File: config.mk
export PLATFORM = sky130hd
export DESIGN_NAME = i2c_slave_port
export DESIGN_NICKNAME = d
export VERILOG_FILES = /design/src/i2c_port_pkg.sv /design/src/i2c_slave_port.sv /design/src/pin_filter.sv
export VERILOG_INCLUDE_DIRS = /design/src
export SDC_FILE = /design/constraint.sdc
export NUM_CORES = 1
export LEC_CHECK = 0
export BUFFER_PORTS_ARGS = -buffer_cell sky130_fd_sc_hd__clkbuf_2
export CAP_MARGIN = 20
export CORE_UTILIZATION = 30
export CTS_BUF_LIST = sky130_fd_sc_hd__clkbuf_8
export DETAILED_ROUTE_END_ITERATION = 7
export PLACE_DENSITY = 0.51
export RECOVER_POWER = 100
export SLEW_MARGIN = 20
export SYNTH_ARGS = -nofsm -noshare
export SYNTH_HDL_FRONTEND = slang
export SYNTH_SLANG_ARGS = --single-unit
File: constraint.sdc
create_clock -name clk_i -period 5.6 [get_ports clk_i]
set_input_delay 0.28 -clock clk_i [delete_from_list [all_inputs] [get_ports clk_i]]
set_output_delay 0.28 -clock clk_i [all_outputs]
set_load 0.005 [all_outputs]
File: src/i2c_port_defs.svh
`ifndef I2C_PORT_DEFS_SVH
`define I2C_PORT_DEFS_SVH

// clock and timing
`define CLK_PERIOD_NS 10
`define TOUT_NS 32800000
`define READY_MAX_NS 250000
`define SWRST_NS 30000

// glitch filter length in clocks
`define FILT_CYC 4'h3

// register pointers and values
`define PWR_PTR 8'h6b
`define PWR_RST 16'h0000
`define SWRST_PTR 8'h7c
`define SWRST_KEY 16'h6600

// address byte fields
`define HS_CODE 5'h01
`define LAST_BIT 4'h8

// write phase codes
`define PH_PTR 2'h0
`define PH_HI 2'h1
`define PH_LO 2'h2

`endif

File: src/i2c_port_pkg.sv
package i2c_port_pkg;

    typedef enum logic [2:0] {
        st_idle,
        st_addr,
        st_addr_ack,
        st_wr_byte,
        st_wr_ack,
        st_rd_byte,
        st_rd_ack
    } st_t;

    typedef struct packed {
        logic s1;
        logic s2;
        logic [3:0] cnt;
        logic level;
    } filt_state_t;

    typedef struct packed {
        st_t st;
        logic [3:0] bitn;
        logic [7:0] sh;
        logic rw;
        logic [1:0] wr_ph;
        logic [7:0] ptr;
        logic [7:0] hi;
        logic [15:0] rsh;
        logic rd_lo;
        logic mack;
        logic drive;
        logic frame;
        logic hs;
        logic [15:0] pwr;
        logic [21:0] blk;
        logic [21:0] tout;
        logic [2:0] strap1;
        logic [2:0] strap2;
        logic sel1;
        logic sel2;
        logic [1:0][23:0] mem;
        logic wp;
        logic rp;
        logic [1:0] cnt;
        logic scl_q;
        logic sda_q;
    } port_state_t;

endpackage

File: src/i2c_slave_port.sv
// Functional notes
// - bus select low enables two-wire port, high enables four-wire port
// - slave only; standard, fast and high-speed rates, same protocol
// - only 7-bit addresses; no 10-bit or general-call response
// - slave address from three straps via fixed eight-entry table
// - start is data falling while clock high; device detects it
// - acknowledge only on address match, data low through ninth clock
// - every byte followed by acknowledge from receiver, repeats freely; low byte nacked while the two-word write buffer is full, unless pointer is 6bh or 7ch
// - stop is data rising while clock high; release, await start
// - soft reset: any value on two-wire, only 6600h on four-wire
// - communication blocked during soft reset; host waits 30 us
// - reset pin low holds all registers at defaults
// - in reset all blocks but temperature sensor powered down
// - ready within 250 us after reset release or power-up
// - power-on reset acts as the reset pin does
// - high-speed master code recognised, never acknowledged, stop ends it
// - words go high byte first; write on low, read frozen
// - pointer changes only by a write pointer byte or a reset (pin, power-on or soft), which clears it to 00h
// - line held low 32.8 ms in frame resets serial port
`timescale 1ns/1ps
`include "i2c_port_defs.svh"

module i2c_slave_port #(
    parameter logic [21:0] TOUT_CYC = 22'(`TOUT_NS / `CLK_PERIOD_NS),
    parameter logic [21:0] READY_CYC = 22'(`READY_MAX_NS / `CLK_PERIOD_NS)
) (
    input wire logic clk_i,
    input wire logic rst_i,
    input wire logic reset_n_i,
    input wire logic bus_sel_i,
    input wire logic addr_strap_0_i,
    input wire logic addr_strap_1_i,
    input wire logic addr_strap_2_i,
    input wire logic scl_i,
    input wire logic sda_i,
    output logic sda_o,
    output logic sda_oe_o,
    output logic two_wire_en_o,
    output logic four_wire_en_o,
    output logic high_speed_mode_o,
    output logic comm_ready_o,
    output logic [15:0] analog_block_power_control_o,
    output logic [7:0] rd_addr_o,
    input wire logic [15:0] rd_data_i,
    output logic wr_valid_o,
    input wire logic wr_ready_i,
    output logic [7:0] wr_addr_o,
    output logic [15:0] wr_data_o
);

    localparam logic [21:0] SWRST_CYC = 22'(`SWRST_NS / `CLK_PERIOD_NS);
    i2c_port_pkg::port_state_t s;
    i2c_port_pkg::port_state_t next_s;

    logic scl_f;
    logic sda_f;
    logic rstn_f;
    logic hw;
    logic swr;
    logic push;
    logic pop;
    logic start;
    logic stop;
    logic scl_rise;
    logic scl_fall;
    logic blocked;
    logic [15:0] rd_word;
    logic [15:0] word;

    localparam logic [7:0][6:0] ADDR_TAB = {7'h2f, 7'h65, 7'h2d, 7'h62, 7'h2e, 7'h64, 7'h2c,
        7'h61};
    function automatic logic [6:0] slave_addr(input logic [2:0] strap);
        return ADDR_TAB[strap];
    endfunction

    function automatic i2c_port_pkg::port_state_t fresh(input logic [21:0] blk);
        i2c_port_pkg::port_state_t f;
        f = '0;
        f.st = i2c_port_pkg::st_idle;
        f.pwr = `PWR_RST;
        f.blk = blk;
        f.scl_q = 1'b1;
        f.sda_q = 1'b1;
        return f;
    endfunction

    pin_filter #(.FILT_CYC(`FILT_CYC), .RST_LEVEL(1'b1)) u_scl_filt (
        .clk_i(clk_i), .rst_i(rst_i), .pin_i(scl_i), .level_o(scl_f)
    );
    pin_filter #(.FILT_CYC(`FILT_CYC), .RST_LEVEL(1'b1)) u_sda_filt (
        .clk_i(clk_i), .rst_i(rst_i), .pin_i(sda_i), .level_o(sda_f)
    );
    pin_filter #(.FILT_CYC(`FILT_CYC), .RST_LEVEL(1'b0)) u_rst_filt (
        .clk_i(clk_i), .rst_i(rst_i), .pin_i(reset_n_i), .level_o(rstn_f)
    );

    assign hw = ~rstn_f;
    assign start = s.scl_q & scl_f & s.sda_q & ~sda_f;
    assign stop = s.scl_q & scl_f & ~s.sda_q & sda_f;
    assign scl_rise = ~s.scl_q & scl_f;
    assign scl_fall = s.scl_q & ~scl_f;
    assign blocked = (s.blk != 22'h0) | s.sel2;
    assign rd_word = (s.ptr == `PWR_PTR) ? s.pwr : rd_data_i;
    assign word = {s.hi, s.sh};
    assign pop = wr_valid_o & wr_ready_i;

    always_comb begin
        next_s = s;
        push = 1'b0;
        swr = 1'b0;
        next_s.strap1 = {addr_strap_0_i, addr_strap_1_i, addr_strap_2_i};
        next_s.strap2 = s.strap1;
        next_s.sel1 = bus_sel_i;
        next_s.sel2 = s.sel1;
        next_s.scl_q = scl_f;
        next_s.sda_q = sda_f;
        if (s.blk != 22'h0) begin
            next_s.blk = s.blk - 22'h1;
        end
        if (s.frame && (!scl_f || !sda_f)) begin
            next_s.tout = s.tout + 22'h1;
        end else begin
            next_s.tout = 22'h0;
        end
        if (start) begin
            next_s.st = i2c_port_pkg::st_addr;
            next_s.bitn = 4'h0;
            next_s.frame = 1'b1;
            next_s.drive = 1'b0;
        end else if (stop) begin
            next_s.st = i2c_port_pkg::st_idle;
            next_s.frame = 1'b0;
            next_s.hs = 1'b0;
            next_s.drive = 1'b0;
        end else if (s.tout >= TOUT_CYC) begin
            next_s.st = i2c_port_pkg::st_idle;
            next_s.frame = 1'b0;
            next_s.drive = 1'b0;
            next_s.tout = 22'h0;
        end else begin
            unique case (s.st)
                i2c_port_pkg::st_idle: begin
                end
                i2c_port_pkg::st_addr: begin
                    if (scl_rise) begin
                        next_s.sh = {s.sh[6:0], sda_f};
                        next_s.bitn = s.bitn + 4'h1;
                    end else if (scl_fall && s.bitn == `LAST_BIT) begin
                        if (s.sh[7:1] == slave_addr(s.strap2)) begin
                            next_s.st = i2c_port_pkg::st_addr_ack;
                            next_s.drive = 1'b1;
                            next_s.rw = s.sh[0];
                        end else begin
                            next_s.st = i2c_port_pkg::st_idle;
                            if (s.sh[7:3] == `HS_CODE) begin
                                next_s.hs = 1'b1;
                            end
                        end
                    end
                end
                i2c_port_pkg::st_addr_ack: begin
                    if (scl_fall) begin
                        next_s.bitn = 4'h0;
                        next_s.wr_ph = `PH_PTR;
                        if (s.rw) begin
                            next_s.st = i2c_port_pkg::st_rd_byte;
                            next_s.rsh = rd_word;
                            next_s.rd_lo = 1'b0;
                            next_s.drive = ~rd_word[15];
                        end else begin
                            next_s.st = i2c_port_pkg::st_wr_byte;
                            next_s.drive = 1'b0;
                        end
                    end
                end
                i2c_port_pkg::st_wr_byte: begin
                    if (scl_rise) begin
                        next_s.sh = {s.sh[6:0], sda_f};
                        next_s.bitn = s.bitn + 4'h1;
                    end else if (scl_fall && s.bitn == `LAST_BIT) begin
                        next_s.st = i2c_port_pkg::st_wr_ack;
                        next_s.drive = 1'b1;
                        unique case (s.wr_ph)
                            `PH_PTR: begin
                                next_s.ptr = s.sh;
                                next_s.wr_ph = `PH_HI;
                            end
                            `PH_HI: begin
                                next_s.hi = s.sh;
                                next_s.wr_ph = `PH_LO;
                            end
                            default: begin
                                next_s.wr_ph = `PH_PTR;
                                if (s.ptr == `SWRST_PTR) begin
                                    swr = ~s.sel2 | (word == `SWRST_KEY);
                                end else if (s.ptr == `PWR_PTR) begin
                                    next_s.pwr = word;
                                end else if (s.cnt == 2'h2) begin
                                    next_s.drive = 1'b0;
                                end else begin
                                    push = 1'b1;
                                end
                            end
                        endcase
                    end
                end
                i2c_port_pkg::st_wr_ack: begin
                    if (scl_fall) begin
                        next_s.st = i2c_port_pkg::st_wr_byte;
                        next_s.drive = 1'b0;
                        next_s.bitn = 4'h0;
                    end
                end
                i2c_port_pkg::st_rd_byte: begin
                    if (scl_fall) begin
                        next_s.rsh = {s.rsh[14:0], 1'b0};
                        if (s.bitn == 4'h7) begin
                            next_s.st = i2c_port_pkg::st_rd_ack;
                            next_s.drive = 1'b0;
                        end else begin
                            next_s.bitn = s.bitn + 4'h1;
                            next_s.drive = ~s.rsh[14];
                        end
                    end
                end
                i2c_port_pkg::st_rd_ack: begin
                    if (scl_rise) begin
                        next_s.mack = ~sda_f;
                    end else if (scl_fall) begin
                        next_s.bitn = 4'h0;
                        if (!s.mack) begin
                            next_s.st = i2c_port_pkg::st_idle;
                        end else if (!s.rd_lo) begin
                            next_s.st = i2c_port_pkg::st_rd_byte;
                            next_s.rd_lo = 1'b1;
                            next_s.drive = ~s.rsh[15];
                        end else begin
                            next_s.st = i2c_port_pkg::st_rd_byte;
                            next_s.rsh = rd_word;
                            next_s.rd_lo = 1'b0;
                            next_s.drive = ~rd_word[15];
                        end
                    end
                end
            endcase
        end
        if (blocked) begin
            next_s.st = i2c_port_pkg::st_idle;
            next_s.drive = 1'b0;
            next_s.frame = 1'b0;
            next_s.hs = 1'b0;
        end
        if (push) begin
            next_s.mem[s.wp] = {s.ptr, word};
            next_s.wp = ~s.wp;
        end
        if (pop) begin
            next_s.rp = ~s.rp;
        end
        next_s.cnt = s.cnt + {1'b0, push} - {1'b0, pop};
        if (hw) begin
            next_s = fresh(READY_CYC);
        end else if (swr) begin
            next_s = fresh(SWRST_CYC);
        end
    end

    always_ff @(posedge clk_i) begin
        if (rst_i) begin
            s <= fresh(READY_CYC);
        end else begin
            s <= next_s;
        end
    end

    assign sda_o = 1'b0;
    assign sda_oe_o = s.drive;
    assign two_wire_en_o = ~s.sel2;
    assign four_wire_en_o = s.sel2;
    assign high_speed_mode_o = s.hs;
    assign comm_ready_o = ~blocked;
    assign analog_block_power_control_o = s.pwr;
    assign rd_addr_o = s.ptr;
    assign wr_valid_o = s.cnt != 2'h0;
    assign wr_addr_o = s.mem[s.rp][23:16];
    assign wr_data_o = s.mem[s.rp][15:0];
endmodule // i2c_slave_port

File: src/pin_filter.sv
`timescale 1ns/1ps
`include "i2c_port_defs.svh"

module pin_filter #(
    parameter logic [3:0] FILT_CYC = `FILT_CYC,
    parameter logic RST_LEVEL = 1'b1
) (
    input wire logic clk_i,
    input wire logic rst_i,
    input wire logic pin_i,
    output logic level_o
);

    i2c_port_pkg::filt_state_t s;
    i2c_port_pkg::filt_state_t next_s;

    always_comb begin
        next_s = s;
        next_s.s1 = pin_i;
        next_s.s2 = s.s1;
        // level follows only after a stable run
        if (s.s2 == s.level) begin
            next_s.cnt = 4'h0;
        end else if (s.cnt >= FILT_CYC - 4'h1) begin
            next_s.level = s.s2;
            next_s.cnt = 4'h0;
        end else begin
            next_s.cnt = s.cnt + 4'h1;
        end
    end

    always_ff @(posedge clk_i) begin
        if (rst_i) begin
            s <= '{s1: RST_LEVEL, s2: RST_LEVEL, cnt: 4'h0, level: RST_LEVEL};
        end else begin
            s <= next_s;
        end
    end

    assign level_o = s.level;

endmodule // pin_filter

* Word level (Yosys, flattened, before mapping)
Memory sizes are Yosys's and may differ from the RTL's. A register that Yosys moved wholly into a read port is not among the register bits. Cells that the tools add are included.
Operators by class: add/sub/neg operators 8, $lt $le $gt $ge 8, equality and inequality tests 46, muxes and demuxes 116, bitwise operators 31, reduce and logical (&&, ||, !) cells 47
Operators with widths (number):
- two-way mux 16 bit | 10
- two-way mux 49 bit | 3
- two-way mux 17 bit | 6
- two-way mux 99 bit | 1
- two-way mux 22 bit | 4
- two-way mux 24 bit | 3
- two-way mux 1 bit | 52
- inequality test 5 bit (second input constant) | 10
- bitwise mux 48 bit | 1
- two-way mux 12 bit | 4
- case mux 16 bit (3 select lines) | 1
- two-way mux 7 bit | 6
- case mux 7 bit (6 select lines) | 1
- two-way mux 18 bit | 2
- inequality test 2 bit (second input constant) | 18
- AND reduction 7 bit | 5
- AND reduction 11 bit | 3
- AND reduction 9 bit | 3
- demux 24 bit (select 1 bit) | 1
- two-way mux 3 bit | 8
- two-way mux 8 bit | 3
- adder 22 x 1 -> 22 bit (second input constant) | 1
- greater-or-equal comparator 22 bit (second input constant) | 1
- nonzero test 22 bit | 1
- 46 further kinds | 108
Word-level totals: bits in registers 198, memory bits (read-only) 56, bits of input ports 26, output and inout port bits 55, memories 1
Memories:
- (no name shown) | depth 8, bits a word 7, rd ports 1, clocked after memory_dff 1, wr ports 0, line i2c_slave_port.sv:73 | return ADDR_TAB[strap];

* Depth between registers and ports, before layout
depth in word-level cells 14, gate-level depth with buffers 13, gate-level depth less buffers 12

* Hierarchy
From an unflattened synthesis, not the netlist that was laid out.
Second synthesis, totals: cell total of the unflattened synthesis 1106, area, all modules 9681.8 um^2
By module, submodules not included:
- i2c_slave_port | instances 1, cells each 1040, area each 8907.3 um^2, seq. area each 3583.4 um^2
- pin_filter (u_scl_filt ...) | instances 2, cells each 22, area each 256.5 um^2, seq. area each 140.1 um^2
- pin_filter (u_rst_filt) | instances 1, cells each 22, area each 261.5 um^2, seq. area each 140.1 um^2

* Worst setup path after synthesis
OpenSTA, ideal clock, no wires.
path kind register -> register, start register s[170] (netlist bit), end register (tool-made name), arrival time 2.370 ns, required time 5.477 ns, path slack 3.106 ns, cell stages (with the launch flop) 12, buffers on the path 2, clock period less this slack 2.494 ns, cell sequence dfxtp_1 > inv_1 > ha_1 > and3b_1 > buf_2 > nand4_2 > nor4_2 > a21oi_1 > clkbuf_1 > nand2_1 > ha_1 > mux2_1
RTL lines:
- from (decl) | line i2c_slave_port.sv:52 | i2c_port_pkg::port_state_t s;
- from (signal assigned) | line i2c_slave_port.sv:270 | s <= fresh(READY_CYC);
- from (signal assigned) | line i2c_slave_port.sv:272 | s <= next_s;

* Final worst setup path
start register s[174] (netlist bit), end register s[135] (netlist bit)
On the way: cells in the longest elaborated chain, start to end 6, elaborated cells on any way between the ends 19
RTL lines:
- == test 3 x 2 -> 1 bit | line i2c_slave_port.sv:141 | unique case (s.st)
- two-way mux 1 bit | line i2c_slave_port.sv:141
- two-way mux 1 bit | line i2c_slave_port.sv:135 | end else if (s.tout >= TOUT_CYC) begin
- two-way mux 1 bit | line i2c_slave_port.sv:130 | end else if (stop) begin
- two-way mux 1 bit | line i2c_slave_port.sv:125 | if (start) begin
- OR reduction 3 bit (no line)
Several ways; a longest one is shown, not always the timed one. A chain may end at the register's enable or synchronous reset.

==> out/qor.csv <==
metric,value,unit
Rel. slew slack,-2.09,%
Crit Path Category,reg2reg,
Critical Path Source Type,flop,
#FFs+latches synth,200,
Yosys top cell by area,dfxtp_1,
Clock Power Share,39.6,%
"top cells by area, synth","dfxtp_1 44%, mux2i_1 7.2%, nor2_1 6.0%, nand2_1 5.5%, a21oi_1 4.5%",
most frequent cells in the layout,"200 x dfxtp_1, 144 x nor2_1, 131 x nand2_1, 81 x a21oi_1, 65 x mux2i_1",
part of the cycle the worst path needs,74.6,%
IO buf count,79,
fmax,0.239,GHz
clk root buf,clkbuf_8,
CTS Buffer Depth,2,
status,finished with violations,
first-pass GRT wire length,34700,um
H-Tree Depth,4,
Max stage delay on crit path,820,ps
min cycle time layout,4180,ps
RSZ-0062 raised after global routing,false,
Crit Path Max Fanout,87,
Post-synth EDFFs,0,
# IOs,81,
crit path cell chain,nor2b_1 -> nand4_1 -> nor4_1 -> nand2_1 -> nand2b_4 -> clkbuf_1 -> nor2_1,
Initial Util,30.5,%
proportion of layout cells with a drive suffix above 1,12.0,%
initial antenna violation count,0,
share of the synthesized area in the top cell type,44.4,%
chip height,175,um
Internal,1.80,mW
worst path required time,5930,ps
Fin. Hold Viols,0,
Max Cap Viol,1,
Syn Inst Count,1029,
Worst-path clk slew,110,ps
DP Wirelength,14200,um
post_cts resized,0,
Hold WC Path Type,in2reg,
Ys Warns,0,
Setup Skew,28.3,ps
Pwr Density,245,nW/um2
Num CTS Buffers,17,
synthesized area,9010,um2
cell row count,63,
via count,6921,
DRT Pass-1 Iters,5,
sequential-to-total area share from yosys stat,44.4,%
final net count,1103,
grt total ovfl,0,
failing checks,"capacitance limit, slew limit",
HP Start,addr_strap_2_i,
slowest CP cell,clkbuf_1,
part of the power in combinational logic,1.7,%
commonest register cell after synthesis,dfxtp_1,
clock latency on the worst-skew pair,490,ps
Max VDD drop,0.000131,V
Tot GR Track Use,14.1,%
Pwr Total,2.44,mW
DRC viols,0,
Critical path origin,s[174],
Mean Syn Cell Area,8.76,um2
number of global-route vias before repair,6432,
Area growth syn-to-layout,10.7,%
switching power total,0.641,mW
Net Sw Frac,26.3,%
Diodes inserted,0,
Final ANT Viol Nets,0,
largest net degree at the start of global routing,88,
Worst-Margin Slew,1530,ps
"Distinct cells, synth",67,
WL/cell,14.5,um
crit path capture type,flop,
WP data arrival,4510,ps
final wirelength,21300,um
CTS tree,done,
sequential fraction of design power,58.7,%
Starting DRT DRC Count,561,
final setup violating endpoints,0,
Leak,3.49,nW
DR vias/cell,4.73,
post-route setup TNS,0,ps
origin of the critical flop-to-flop path,s[174],
pins over their slew limit,25,
clk sinks,200,
Die X,175,um
total die area,30700,um2
"most common cell after layout, fill and taps aside",dfxtp_1,
core footprint,29600,um2
fraction of registers with async set/reset,0,%
Routability Congestion,0.834,
cell families after synthesis:
family                     count (synthesis)  share of synthesized area, %
buffers and inverters                    107                          5.87
and+or+nand+nor                          422                          22.3
muxes                                     91                          10.5
adders and majority gates                 16                          2.22
DFF                                      200                          44.4
xor gates and xnor gates                  48                          4.66
AOI/OAI and AO/OA                        144                          9.99
other                                      1                        0.0416
power by group through the flow:
stage	registers, mW	clock network [mW]	logic, mW
finish	1.43	0.966	0.0425
global route	1.43	1.06	0.0481
CTS	1.43	1.00	0.0430
detailed placement	1.46	0	0.0395
global placement	1.46	0	0.0395
floorplan	1.46	0	0.0250
cells in the mapped netlist, types with 17 or more instances:
library cell  number
dfxtp_1          200
nor2_1           143
nand2_1          132
a21oi_1           81
mux2i_1           65
clkbuf_1          35
xnor2_1           26
buf_4             25
mux2_2            25
nand3_1           24
inv_1             22
xor2_1            22
buf_2             21
nor4_1            17
area by class of cell:
cell class                 instances  area [um2]
fill                            3111       19600
multi-input combinational        725        4500
sequential                       200        4000
tap                              390         488
timing repair buffer              95         474
clock buffer                      17         234
clock inverter                    15         193
inverter                          22        82.6
what timing repair did:
action | CTS | global route
hold buffers | 6 | 0
setup endpoints to repair | 0 | 0
buffers inserted | 0 | 0
hold endpoints to repair | 6 | 0
layer usage:
| metal | track usage [%] | up-vias | share of wire (%) |
|---|---|---|---|
| met3 | 2.75 | 17 | 3.9 |
| li1 | - | 3541 | - |
| met2 | 21.7 | 129 | 44 |
| met1 | 20.0 | 3234 | 51 |
| met4 | 3.66 | 0 | 0.90 |
| met5 | 0 | - | 0 |
stage by stage:
step	cells	cell area, um2	setup WS, ps	hold WS, ps	util (%)
2_1_floorplan	1032	9020	3110	358	-
3_3_place_gp	1426	9560	2170	382	32.3
3_5_place_dp	1426	9560	2100	372	32.3
4_1_cts	1464	10000	2080	10.1	34.0
5_1_grt	1464	9970	871	30.8	33.7
6_report	1464	9970	1420	53.6	33.7
final timing paths:
path | slack [ps] | endpoint | depth (start not counted)
worst max-delay path | 1420 | s[135] | 7
worst min-delay path | 50 | s[59] | 2
worst min register to register | 400 | flop | 1
worst max register to register | 1420 | s[135] | 7
worst max-delay path, delay by kind of cell, from the launching register on:
kind,cells,cell delay [ps]
simple gates,6,2560
buf+inv,1,820
flops,1,610
Power figures use the tool's default switching activity.
